--- config.mk ---
export PLATFORM = sky130hd
export DESIGN_NAME = spwake_top
export DESIGN_NICKNAME = d
export VERILOG_FILES = /design/src/rtl/spwake_pkg.sv /design/src/rtl/spwake_top.sv
export VERILOG_INCLUDE_DIRS = /design/src /design/src/rtl
export SDC_FILE = /design/constraint.sdc
export NUM_CORES = 1
export LEC_CHECK = 0
export ABC_AREA = 1
export BUFFER_PORTS_ARGS = -buffer_cell sky130_fd_sc_hd__buf_2
export CAP_MARGIN = 20
export CORE_ASPECT_RATIO = 0.8
export CORE_MARGIN = 5
export CORE_UTILIZATION = 34
export DETAILED_ROUTE_END_ITERATION = 10
export SYNTH_ARGS = -nofsm -noshare
export SYNTH_HDL_FRONTEND = slang
export SYNTH_SLANG_ARGS = --single-unit
--- constraint.sdc ---
create_clock -name CLK -period 1.8 [get_ports CLK]
set_input_delay 0.54 -clock CLK [delete_from_list [all_inputs] [get_ports CLK]]
set_output_delay 0.54 -clock CLK [all_outputs]
set_load 0.02 [all_outputs]
--- src/rtl/spwake_regs.svh ---
// Operation
// Wake enable two bit 0 enables UART 1 receive wake and bit 1 enables UART 2 receive wake.
// Wake enable two bit 4 enables the second alarm as a wake source and resets to 0.
// Wake enable two bit 6 selects the power-on pin as a power-good input and resets to 0.
// Wake enable two bit 7 resets to 1 and lets the power button switch power off.
// Each wake status bit reads 1 when its event occurred and 0 when not since last cleared.
// Status one latches falling edges of ring 1, ring 2, kbd clock, mouse clock, IR rx 2.
// Status one bit 7 captures the alarm signal and clears on read.
// Status one bits 4 and 5 mirror group interrupts 1 and 2 unlatched.
// Latched events stay held for power control until software reads the flag.
// Status two bits 0 and 1 latch falling edges on UART receive pins, clear on read.
// Status two bit 4 reports second alarm status and clears on read.
// Status two bit 2 latches a button press, clears on read, and does not drive power.
// SMI enable one gates eight interrupt sources onto the group SMI.
// An enabled wake event turns system power on through the power-on output.
// Group SMI reaches its pin only when the route enable bit is set, else the pin floats.
// Reserved bits read as zero and ignore writes.
`ifndef SPWAKE_REGS_SVH
`define SPWAKE_REGS_SVH
`define SPW_ADDR_W        12
`define SPW_IDX_STAT_ONE  8'hB2
`define SPW_IDX_STAT_TWO  8'hB3
`define SPW_IDX_SMI_EN    8'hB4
`define SPW_IDX_WAKE_EN2  8'hB1
`define SPW_IDX_WAKE_EN1  8'hB0
`define SPW_IDX_SMI_ROUTE 8'hB5
`define SPW_IDX_IRQ_MASK  8'hC0
`define SPW_IDX_IRQ_STAT  8'hC1
`define SPW_EN2_RST       8'h80
`define SPW_EN2_MASK      8'hD3
`define SPW_STAT2_MASK    8'h17
`define SPW_ROUTE_MASK    8'h80
`define SPW_IRQ_MASK_W    8'h03
`define SPW_ZERO8         8'h00
`define SPW_STAT1_MASK    8'hCF
`define SPW_WAKE2_MASK    8'h13
`define SPW_PINS_IDLE     7'h7F
`define SPW_B_ROUTE       7
`define SPW_B_UART1_RX_EVENT        0
`define SPW_B_UART2_RX_EVENT        1
`define SPW_B_BUTTON      2
`define SPW_B_AL2         4
`define SPW_B_PG          6
`define SPW_B_OFF         7
`define SPW_B_GP1         4
`define SPW_B_GP2         5
`define SPW_B_ALARM       7
`endif

--- src/rtl/spwake_pkg.sv ---
`default_nettype none
package spwake_pkg;
  typedef enum logic [1:0] {
    SPW_IDLE   = 2'b01,
    SPW_ACCESS = 2'b10
  } spwake_apb_t;
endpackage
`default_nettype wire

--- src/rtl/spwake_top.sv ---
// The implementer's own choice: register access over APB.
`include "spwake_regs.svh"
`default_nettype none
module spwake_top
  import spwake_pkg::*;
(
  input  wire logic        CLK,
  input  wire logic        RESET_N,
  input  wire logic        CE,
  input  wire logic        PSEL,
  input  wire logic        PENABLE,
  input  wire logic        PWRITE,
  input  wire logic [11:0] PADDR,
  input  wire logic [31:0] PWDATA,
  output logic      [31:0] PRDATA,
  output logic             PREADY,
  output logic             PSLVERR,
  input  wire logic        RING_ONE,
  input  wire logic        RING_TWO,
  input  wire logic        KBD_CLK,
  input  wire logic        MOUSE_CLK,
  input  wire logic        IR_RX_TWO,
  input  wire logic        UART1_RX,
  input  wire logic        UART2_RX,
  input  wire logic        RTC_ALARM,
  input  wire logic        RTC_ALARM_TWO,
  input  wire logic        GROUP_INT_ONE,
  input  wire logic        GROUP_INT_TWO,
  input  wire logic        POWER_BUTTON,
  input  wire logic [7:0]  SMI_SOURCES,
  output logic             POWER_ON_OUT_N,
  output logic             POWER_OFF_REQ,
  output logic             POWER_GOOD_SEL,
  output logic             SYS_MGMT_INT_N_O,
  output logic             SYS_MGMT_INT_N_OE,
  output logic             IRQ
);

  ////////////////////////////////////////////////////////////////////////////
  // Bus decode
  spwake_apb_t state_q;
  logic [7:0]  index;
  logic        setup;
  logic        access;
  logic        mapped;
  logic        rd_one;
  logic        rd_two;
  logic        rd_irq;

  function automatic logic [7:0] spw_word(input logic [11:0] a);
    spw_word = a[9:2];
  endfunction

  assign index  = spw_word(PADDR);
  assign setup  = PSEL && !PENABLE;
  assign access = PSEL && PENABLE && (state_q == SPW_ACCESS);
  assign mapped = (index == `SPW_IDX_STAT_ONE) || (index == `SPW_IDX_STAT_TWO) ||
                  (index == `SPW_IDX_SMI_EN) || (index == `SPW_IDX_WAKE_EN2) ||
                  (index == `SPW_IDX_WAKE_EN1) || (index == `SPW_IDX_SMI_ROUTE) ||
                  (index == `SPW_IDX_IRQ_MASK) || (index == `SPW_IDX_IRQ_STAT);
  assign rd_one = access && !PWRITE && (index == `SPW_IDX_STAT_ONE);
  assign rd_two = access && !PWRITE && (index == `SPW_IDX_STAT_TWO);
  assign rd_irq = access && !PWRITE && (index == `SPW_IDX_IRQ_STAT);

  always_ff @(posedge CLK) begin
    if (!RESET_N) begin
      state_q <= SPW_IDLE;
    end else if (CE) begin
      unique case (state_q)
        SPW_IDLE:   state_q <= setup ? SPW_ACCESS : SPW_IDLE;
        SPW_ACCESS: state_q <= SPW_IDLE;
      endcase
    end
  end

  ////////////////////////////////////////////////////////////////////////////
  // Control registers
  logic [7:0] wake_enable_one_q;
  logic [7:0] wake_enable_two_q;
  logic [7:0] smi_source_enable_one_q;
  logic [7:0] smi_route_q;
  logic [7:0] irq_mask_q;
  logic       wr;

  assign wr = access && PWRITE;

  always_ff @(posedge CLK) begin
    if (!RESET_N) begin
      wake_enable_one_q       <= `SPW_ZERO8;
      wake_enable_two_q       <= `SPW_EN2_RST;
      smi_source_enable_one_q <= `SPW_ZERO8;
      smi_route_q             <= `SPW_ZERO8;
      irq_mask_q              <= `SPW_ZERO8;
    end else if (CE && wr) begin
      if (index == `SPW_IDX_WAKE_EN1) begin
        wake_enable_one_q <= PWDATA[7:0];
      end
      if (index == `SPW_IDX_WAKE_EN2) begin
        wake_enable_two_q <= PWDATA[7:0] & `SPW_EN2_MASK;
      end
      if (index == `SPW_IDX_SMI_EN) begin
        smi_source_enable_one_q <= PWDATA[7:0];
      end
      if (index == `SPW_IDX_SMI_ROUTE) begin
        smi_route_q <= PWDATA[7:0] & `SPW_ROUTE_MASK;
      end
      if (index == `SPW_IDX_IRQ_MASK) begin
        irq_mask_q <= PWDATA[7:0] & `SPW_IRQ_MASK_W;
      end
    end
  end

  ////////////////////////////////////////////////////////////////////////////
  // Edge detection and sticky status
  logic [6:0] pins_q;
  logic [6:0] pins_now;
  logic [6:0] fall;
  logic       alarm_q;
  logic       alarm2_q;
  logic       button_q;
  logic [7:0] stat_one_q;
  logic [7:0] stat_two_q;
  logic [7:0] set_one;
  logic [7:0] set_two;
  logic [7:0] stat_one_view;

  assign pins_now = {UART2_RX, UART1_RX, IR_RX_TWO, MOUSE_CLK, KBD_CLK, RING_TWO, RING_ONE};
  assign fall     = pins_q & ~pins_now;
  assign set_one  = {RTC_ALARM && !alarm_q, fall[4], 2'b00, fall[3:0]};
  assign set_two  = {3'b000, RTC_ALARM_TWO && !alarm2_q, 1'b0,
                     POWER_BUTTON && !button_q, fall[6], fall[5]};
  assign stat_one_view = {stat_one_q[`SPW_B_ALARM], stat_one_q[6],
                          GROUP_INT_TWO, GROUP_INT_ONE, stat_one_q[3:0]};

  always_ff @(posedge CLK) begin
    if (!RESET_N) begin
      pins_q   <= `SPW_PINS_IDLE;
      alarm_q  <= 1'b0;
      alarm2_q <= 1'b0;
      button_q <= 1'b0;
    end else if (CE) begin
      pins_q   <= pins_now;
      alarm_q  <= RTC_ALARM;
      alarm2_q <= RTC_ALARM_TWO;
      button_q <= POWER_BUTTON;
    end
  end

  always_ff @(posedge CLK) begin
    if (!RESET_N) begin
      stat_one_q <= `SPW_ZERO8;
      stat_two_q <= `SPW_ZERO8;
    end else if (CE) begin
      // Clear only what the read reported
      stat_one_q <= ((rd_one ? stat_one_q & ~PRDATA[7:0] : stat_one_q) | set_one)
                    & `SPW_STAT1_MASK;
      stat_two_q <= ((rd_two ? stat_two_q & ~PRDATA[7:0] : stat_two_q) | set_two)
                    & `SPW_STAT2_MASK;
    end
  end

  ////////////////////////////////////////////////////////////////////////////
  // Power, SMI and interrupt outputs
  logic [7:0] wake_hit_one;
  logic [7:0] wake_hit_two;
  logic       wake_any;
  logic       group_smi;
  logic [1:0] irq_stat_q;
  logic [1:0] irq_ev;

  assign wake_hit_one = stat_one_view & wake_enable_one_q;
  assign wake_hit_two = stat_two_q & wake_enable_two_q & `SPW_WAKE2_MASK;
  assign wake_any     = |wake_hit_one || |wake_hit_two;
  assign group_smi    = |(SMI_SOURCES & smi_source_enable_one_q);
  assign irq_ev       = {POWER_BUTTON && !button_q, wake_any};

  always_ff @(posedge CLK) begin
    if (!RESET_N) begin
      POWER_ON_OUT_N    <= 1'b1;
      POWER_OFF_REQ     <= 1'b0;
      POWER_GOOD_SEL    <= 1'b0;
      SYS_MGMT_INT_N_O  <= 1'b1;
      SYS_MGMT_INT_N_OE <= 1'b1;
      irq_stat_q        <= 2'b00;
      IRQ               <= 1'b0;
    end else if (CE) begin
      POWER_ON_OUT_N    <= !wake_any;
      POWER_OFF_REQ     <= POWER_BUTTON && !button_q && wake_enable_two_q[`SPW_B_OFF];
      POWER_GOOD_SEL    <= wake_enable_two_q[`SPW_B_PG];
      SYS_MGMT_INT_N_O  <= !group_smi;
      SYS_MGMT_INT_N_OE <= !(smi_route_q[`SPW_B_ROUTE] && group_smi);
      irq_stat_q        <= (rd_irq ? irq_stat_q & ~PRDATA[1:0] : irq_stat_q) | irq_ev;
      IRQ               <= |(irq_stat_q & irq_mask_q[1:0]);
    end
  end

  ////////////////////////////////////////////////////////////////////////////
  // Read data
  logic [7:0] rdata;

  always_comb begin
    rdata = `SPW_ZERO8;
    unique case (index)
      `SPW_IDX_WAKE_EN1:  rdata = wake_enable_one_q;
      `SPW_IDX_WAKE_EN2:  rdata = wake_enable_two_q;
      `SPW_IDX_STAT_ONE:  rdata = stat_one_view;
      `SPW_IDX_STAT_TWO:  rdata = stat_two_q;
      `SPW_IDX_SMI_EN:    rdata = smi_source_enable_one_q;
      `SPW_IDX_SMI_ROUTE: rdata = smi_route_q;
      `SPW_IDX_IRQ_MASK:  rdata = irq_mask_q;
      `SPW_IDX_IRQ_STAT:  rdata = {6'h00, irq_stat_q};
      default:            rdata = `SPW_ZERO8;
    endcase
  end

  always_ff @(posedge CLK) begin
    if (!RESET_N) begin
      PRDATA  <= 32'h0000_0000;
      PREADY  <= 1'b0;
      PSLVERR <= 1'b0;
    end else if (CE) begin
      PREADY  <= setup;
      PSLVERR <= setup && !mapped;
      PRDATA  <= (setup && !PWRITE) ? {24'h000000, rdata} : 32'h0000_0000;
    end
  end

  ////////////////////////////////////////////////////////////////////////////
  // Checks
  AST_EN2_RESET: assert property (@(posedge CLK)
      $rose(RESET_N) |-> wake_enable_two_q == `SPW_EN2_RST)
    else $error("wake enable two reset wrong");

  AST_EN2_WRITE: assert property (@(posedge CLK) disable iff (!RESET_N)
      CE && wr && index == `SPW_IDX_WAKE_EN2 |=>
      wake_enable_two_q == ($past(PWDATA[7:0]) & `SPW_EN2_MASK))
    else $error("wake enable two write lost");

  AST_UART1_RX_EVENT_LATCH: assert property (@(posedge CLK) disable iff (!RESET_N)
      CE && fall[5] |=> stat_two_q[`SPW_B_UART1_RX_EVENT])
    else $error("uart1_rx_event edge lost");

  AST_UART2_RX_EVENT_LATCH: assert property (@(posedge CLK) disable iff (!RESET_N)
      CE && fall[6] |=> stat_two_q[`SPW_B_UART2_RX_EVENT])
    else $error("uart2_rx_event edge lost");

  AST_RING1_LATCH: assert property (@(posedge CLK) disable iff (!RESET_N)
      CE && fall[0] |=> stat_one_q[0])
    else $error("ring one edge lost");

  AST_IR_LATCH: assert property (@(posedge CLK) disable iff (!RESET_N)
      CE && fall[4] |=> stat_one_q[6])
    else $error("infrared edge lost");

  AST_ALARM_LATCH: assert property (@(posedge CLK) disable iff (!RESET_N)
      CE && RTC_ALARM && !alarm_q |=> stat_one_q[`SPW_B_ALARM])
    else $error("alarm lost");

  AST_ALARM2_LATCH: assert property (@(posedge CLK) disable iff (!RESET_N)
      CE && RTC_ALARM_TWO && !alarm2_q |=> stat_two_q[`SPW_B_AL2])
    else $error("alarm two lost");

  AST_BUTTON_LATCH: assert property (@(posedge CLK) disable iff (!RESET_N)
      CE && POWER_BUTTON && !button_q |=> stat_two_q[`SPW_B_BUTTON])
    else $error("button press lost");

  AST_BUTTON_NO_WAKE: assert property (@(posedge CLK) disable iff (!RESET_N)
      stat_one_view == `SPW_ZERO8 && (stat_two_q & `SPW_WAKE2_MASK) == `SPW_ZERO8
      |-> !wake_any)
    else $error("button drives power");

  AST_STAT_HOLD: assert property (@(posedge CLK) disable iff (!RESET_N)
      CE && stat_one_q[0] && !rd_one |=> stat_one_q[0])
    else $error("ring one dropped");

  AST_STAT2_HOLD: assert property (@(posedge CLK) disable iff (!RESET_N)
      CE && stat_two_q[`SPW_B_UART1_RX_EVENT] && !rd_two |=> stat_two_q[`SPW_B_UART1_RX_EVENT])
    else $error("uart1_rx_event status dropped");

  AST_READ_CLR: assert property (@(posedge CLK) disable iff (!RESET_N)
      CE && rd_two && set_two == `SPW_ZERO8 |=>
      (stat_two_q & $past(PRDATA[7:0])) == `SPW_ZERO8)
    else $error("no clear");

  AST_GROUP_MIRROR: assert property (@(posedge CLK)
      stat_one_view[`SPW_B_GP1] == GROUP_INT_ONE)
    else $error("group one not mirrored");

  AST_GROUP2_MIRROR: assert property (@(posedge CLK)
      stat_one_view[`SPW_B_GP2] == GROUP_INT_TWO)
    else $error("group two not mirrored");

  AST_STAT1_UNLATCHED: assert property (@(posedge CLK)
      stat_one_q[`SPW_B_GP2:`SPW_B_GP1] == 2'b00)
    else $error("group bits latched");

  AST_SMI_FLOAT: assert property (@(posedge CLK) disable iff (!RESET_N)
      CE && !smi_route_q[`SPW_B_ROUTE] |=> SYS_MGMT_INT_N_OE)
    else $error("smi driven");

  AST_SMI_DRIVE: assert property (@(posedge CLK) disable iff (!RESET_N)
      CE && smi_route_q[`SPW_B_ROUTE] && group_smi |=> !SYS_MGMT_INT_N_OE)
    else $error("smi not driven");

  AST_SMI_GATE: assert property (@(posedge CLK) disable iff (!RESET_N)
      CE && group_smi |=> !SYS_MGMT_INT_N_O)
    else $error("smi source missed");

  AST_SMI_IDLE: assert property (@(posedge CLK) disable iff (!RESET_N)
      CE && !group_smi |=> SYS_MGMT_INT_N_O)
    else $error("smi without source");

  AST_WAKE_ON: assert property (@(posedge CLK) disable iff (!RESET_N)
      CE && wake_any |=> !POWER_ON_OUT_N)
    else $error("no power on");

  AST_WAKE_OFF: assert property (@(posedge CLK) disable iff (!RESET_N)
      CE && !wake_any |=> POWER_ON_OUT_N)
    else $error("power on without wake");

  AST_PG_SEL: assert property (@(posedge CLK) disable iff (!RESET_N)
      CE |=> POWER_GOOD_SEL == $past(wake_enable_two_q[`SPW_B_PG]))
    else $error("pg");

  AST_OFF_PULSE: assert property (@(posedge CLK) disable iff (!RESET_N)
      CE && POWER_BUTTON && !button_q && wake_enable_two_q[`SPW_B_OFF] |=> POWER_OFF_REQ)
    else $error("button power off missed");

  AST_OFF_GATED: assert property (@(posedge CLK) disable iff (!RESET_N)
      CE && !wake_enable_two_q[`SPW_B_OFF] |=> !POWER_OFF_REQ)
    else $error("power off while disabled");

  AST_RSVD_ZERO: assert property (@(posedge CLK)
      (wake_enable_two_q & ~`SPW_EN2_MASK) == `SPW_ZERO8)
    else $error("reserved set");

  AST_STAT2_RSVD: assert property (@(posedge CLK)
      (stat_two_q & ~`SPW_STAT2_MASK) == `SPW_ZERO8)
    else $error("status two reserved set");

  AST_UNMAPPED: assert property (@(posedge CLK) disable iff (!RESET_N)
      CE && setup && !mapped |=> PSLVERR)
    else $error("unmapped not refused");

  AST_ZERO_WAIT: assert property (@(posedge CLK) disable iff (!RESET_N)
      CE && setup |=> PREADY)
    else $error("ready missing");

  COV_WAKE: cover property (@(posedge CLK) disable iff (!RESET_N) $fell(POWER_ON_OUT_N));
  COV_SMI: cover property (@(posedge CLK) disable iff (!RESET_N) !SYS_MGMT_INT_N_OE);
  COV_OFF: cover property (@(posedge CLK) disable iff (!RESET_N) POWER_OFF_REQ);
  COV_ALARM: cover property (@(posedge CLK) disable iff (!RESET_N) stat_one_q[`SPW_B_ALARM]);
  COV_BUTTON: cover property (@(posedge CLK) disable iff (!RESET_N) stat_two_q[`SPW_B_BUTTON]);

endmodule // spwake_top
`default_nettype wire
# Word-level counts from Yosys, hierarchy flattened
# Index checks and enable logic that the tools add are counted.
# word_totals
ff_bits	88
input_bits	70
out_inout_bits	40
# op_classes
n_eq_ne	10
n_mux	7
n_bitwise	14
reduce_logical	42
# op_table
operator	count
$eq A8 B8 Y1 const B	8
$pmux W8 S8	1
$and A8 B8 Y8	3
$logic_and A1 B1 Y1	16
$mux W8	2
$reduce_or A8 Y1	2
$and A5 B5 Y5	2
$reduce_and A2 Y1	5
$logic_not A1 Y1	9
$logic_or A1 B1 Y1	8
$not A8 Y8	1
$or A8 B8 Y8	1
$and A7 B7 Y7	1
$not A7 Y7	1
$mux W5	1
$or A5 B5 Y5	1
$and A2 B2 Y2	2
$mux W2	2
$pmux W2 S2	1
$reduce_or A3 Y1	1
$eq A2 B1 Y1 const B	1
$eq A2 B2 Y1 const B	1
$not A2 Y2	1
$or A2 B2 Y2	1
$reduce_or A2 Y1	1

# Logic depth before layout (Yosys ltp)
# depth
ltp_word	10
mapped_depth	10
ltp_nobuf	9

# Worst setup path after synthesis
# Ideal clock, no wire load.
# synth_timing
path_kind	input-to-reg
from	in PADDR[8]
to	reg stat_one_q[3]
setup_ns	0.132
arrival_time_ns	1.404
t_required_ns	1.668
slack_ns	0.264
path_stages	9
n_path_buf	1
cell_sequence	inv_1 nand2_1 nor2_4 buf_4 nand2_1 inv_1 nand2_1 o21ai_0 a21oi_1
# synth_between
elab_chain_cells	4
# synth_rtl
element	line	source
start: declaration	spwake_top.sv:13	input wire logic [11:0] PADDR,
$eq A8 B8 Y1	--	
$logic_and A1 B1 Y1	spwake_top.sv:61	assign rd_one = access && !PWRITE && (index == `SPW_IDX_STAT_ONE);
$mux W8	spwake_top.sv:155	stat_one_q <= ((rd_one ? stat_one_q & ~PRDATA[7:0] : stat_one_q) | set_one)
$or A8 B8 Y8	spwake_top.sv:155	
end signal: assignment	spwake_top.sv:151	stat_one_q <= `SPW_ZERO8;
end signal: assignment	spwake_top.sv:155	
end: declaration	spwake_top.sv:121	logic [7:0] stat_one_q;
# Every way passes these cells.
# A chain may end at the register's enable or synchronous reset.

# Final worst setup path
# layout_timing
from	reg state_q[0]
to	reg smi_source_enable_one_q[5]
# layout_between
elab_chain_cells	5
# layout_rtl
element	line	source
start: declaration	spwake_top.sv:41	spwake_apb_t state_q;
start signal: assignment	spwake_top.sv:70	SPW_IDLE: state_q <= setup ? SPW_ACCESS : SPW_IDLE;
$eq A2 B2 Y1	spwake_top.sv:56	assign access = PSEL && PENABLE && (state_q == SPW_ACCESS);
$logic_and A1 B1 Y1	spwake_top.sv:56	
$logic_and A1 B1 Y1	spwake_top.sv:85	assign wr = access && PWRITE;
$logic_and A1 B1 Y1	spwake_top.sv:94	end else if (CE && wr) begin
$reduce_and A2 Y1 (no line)	--	
end signal: assignment	spwake_top.sv:91	smi_source_enable_one_q <= `SPW_ZERO8;
end signal: assignment	spwake_top.sv:102	smi_source_enable_one_q <= PWDATA[7:0];
end: declaration	spwake_top.sv:80	logic [7:0] smi_source_enable_one_q;
# Every way passes these cells.

==> out/results.txt <==
PD cells - 945.9 nW/um^2
leakage - 1.797 nW
First-pass DRT Iterations - 5
Final setup viols - 0
CP Launch Type - flip-flop
via count - 3199
die width - 117.7 um
hold_buf cts - 0
CP startpoint - state_q[0]
initial antenna violation count - 0
DRT Wirelength - 9180 um
DIE HEIGHT - 96.19 um
Worst Skew - 0.005004 ns
Ports - 110
Critical R2R Launch - state_q[0]
Critical Path RT - 2.07 ns
Post-CTS Setup Inserts - 0
Final Wtd Congestion - 0.9354
Reg clk slew, reported paths - 0.06 ns
CP max FO - 9
CTS max path bufs - 2
fin util - 0.4342
DP Area - 3613 um^2
Reg power frac - 0.400
CP arrival - 1.86 ns
switching power - 934.0 uW
CTS buffer count - 9
DIE AREA - 11320 um^2
worst skew pair latency - 0.33 ns
first-pass GRT wire length - 15000 um
total gr overflow - 0
placed wire-length estimate - 7018 um
DP Cell Count - 644
1st-iter DRT viols - 291
Final Max Tran Viols - 0
Synth Warn # - 0
# resized after CTS - 0
Fin. Hold Viols - 0
outcome - completed
global-route usage over all layers - 0.1666
number of global-route vias before repair - 2979
layout cells sized above 1 - 0.2165
fmax - 628.0 MHz
syn_area_per_cell - 6.818 um^2
largest net degree at the start of global routing - 27
unrepaired setup endpoints after global routing - false
number of port buffers - 57
Sink Count - 64
switching share of power - 0.2506
core area - 9076 um^2
final instance area - 3941 um^2
fin nets - 610
ANT cells - 0
crit share post-route - 0.8847
Hold Crit Class - flip-flop to flip-flop
Final Instance Count excl. Fillers - 660
Yosys reg bits - 64
Critical R2R Capture - smi_source_enable_one_q[5]
minimum clock period - 1.592 ns
Synth Instances - 463
Syn-to-layout area delta - 24.85%
R2R depth - 7
mapped cell area - 3157 um^2
clock share of power - 0.516
per-cell routed wire length - 13.91 um
num rows - 31
Critical Path Sink Type - flip-flop
CTS H-tree depth - 3
internal power - 2.794 mW
TritonCTS clock tree - done
maxcap violations - 0
sequential share of the synthesized area - 0.4059
R2R setup slack - 0.21 ns
worst vdd ir - 0.4344 mV
antenna viol nets, final - 0
worst setup path endpoint - smi_source_enable_one_q[5]
CTS root buf - clkbuf_16
Via density - 4.847
Logic pwr share - 0.084
Setup CP Type - flip-flop to flip-flop
Yosys cell types - 26
Initial Util - 0.3478
Remaining DRCs - 0
-- power by group through the flow --
stage | combinational, mW | clock (mW) | sequential, mW
2_1_floorplan | 0.225 | 0 | 1.52
4_1_cts | 0.313 | 1.95 | 1.49
3_5_place_dp | 0.311 | 0 | 1.52
5_1_grt | 0.353 | 2.02 | 1.49
6_report | 0.314 | 1.92 | 1.49
3_3_place_gp | 0.307 | 0 | 1.52
-- critical path: stages (launching register included) --
cell and delay [ns]:
dfxtp_1 0.30, inv_1 0.08, nand4_1 0.22, nor3_4 0.33
nand3_2 0.24, inv_2 0.20, nor2_1 0.06, nor2_1 0.09
-- state kept, by name, indices dropped and copies added, names as in the netlist, 2 cells and up --
name                     cells
PRDATA                       8
state_q                      2
smi_source_enable_one_q      8
wake_enable_one_q            8
stat_two_q                   4
wake_enable_two_q            5
irq_mask_q                   2
pins_q                       7
stat_one_q                   6
irq_stat_q                   2
-- placed cells by master (no fill, tap or decap) --
| cell type | n |
|---|---|
| nand2_1 | 110 |
| nor2_1 | 66 |
| dfxtp_1 | 64 |
| buf_2 | 57 |
| nand3_1 | 42 |
| o21ai_0 | 37 |
| inv_1 | 32 |
| a21oi_1 | 30 |
| buf_4 | 27 |
| conb_1 | 24 |
| nand4_1 | 9 |
| clkbuf_16 | 9 |
| o211ai_1 | 8 |
| inv_2 | 5 |
| or2_2 | 4 |
| nor2_4 | 3 |
| nand3_2 | 2 |
| nor2_2 | 2 |
| bufinv_16 | 2 |
| clkinv_4 | 2 |
| inv_6 | 2 |
| nor3_4 | 1 |
| o21ai_1 | 1 |
| clkinv_1 | 1 |
| o211a_1 | 1 |
| o2111ai_1 | 1 |
| a31o_2 | 1 |
| nor3_1 | 1 |
| clkinvlp_4 | 1 |
-- layer usage --
layer	part of all wire	vias to the layer above	GRT usage	wire length [um]
met5	0	-	0	0
met4	0.013	0	0.04680	120
met3	0.080	13	0.04348	733
met2	0.42	124	0.2552	3868
met1	0.49	1448	0.2322	4458
li1	-	1614	-	-
-- metrics by stage --
step | setup WS, ns | setup TNS, ns | hold slack [ns] | power, mW
after floorplan | 0.2635 | 0 | 0.4363 | 1.745
after global placement | -0.04802 | -0.3520 | 0.4431 | 1.825
after detailed placement | -0.04897 | -0.3996 | 0.4482 | 1.832
after CTS | 0.2053 | 0 | 0.4574 | 3.750
after global routing | 0.04682 | 0 | 0.4830 | 3.863
final | 0.2075 | 0 | 0.4555 | 3.728
-- worst min-delay path by stage --
stage / start / end / depth (start not counted)
2_1_floorplan: alarm2_q / alarm2_q / 2
3_3_place_gp: button_q / button_q / 2
3_5_place_dp: button_q / button_q / 2
4_1_cts: button_q / button_q / 2
5_1_grt: UART2_RX / pins_q[6] / 3
6_report: button_q / button_q / 2
-- cell usage after synthesis --
library cell	number	area [um^2]
nand2_1	110	412.9
nor2_1	66	247.7
dfxtp_1	64	1281
nand3_1	42	210.2
o21ai_0	37	185.2
inv_1	32	120.1
a21oi_1	30	150.1
buf_4	28	210.2
clkbuf_1	10	37.54
nand4_1	9	56.30
o211ai_1	8	60.06
inv_2	5	18.77
or2_2	4	25.02
nor2_4	3	33.78
buf_2	2	10.01
nand3_2	2	20.02
nor2_2	2	12.51
a31o_2	1	8.760
buf_1	1	3.750
clkinv_1	1	3.750
conb_1	1	3.750
nor3_1	1	5.000
nor3_4	1	16.27
o2111ai_1	1	8.760
o211a_1	1	10.01
o21ai_1	1	5.000
-- cell type report --
class                           count  area, um^2
Multi-Input combinational cell    343        1558
Fill cell                         947        5135
Clock inverter                      7       102.6
Inverter                           38       142.6
Sequential cell                    64        1281
Clock buffer                        9       225.2
Timing Repair Buffer               84       488.0
Tap cell                          115       143.9
-- logic make-up (layout without fill, tap and decap cells) --
family                 count (synthesis)  after routing  share of synthesized area
and+or+nand+nor                      240            240                     0.3294
AOI/OAI and AO/OA                     79             79                     0.1356
buffers and inverters                 79            138                     0.1280
DFF                                   64             64                     0.4059
other                                  1             24                   0.001188
Note: power is estimated with default switching activity, not from simulation.
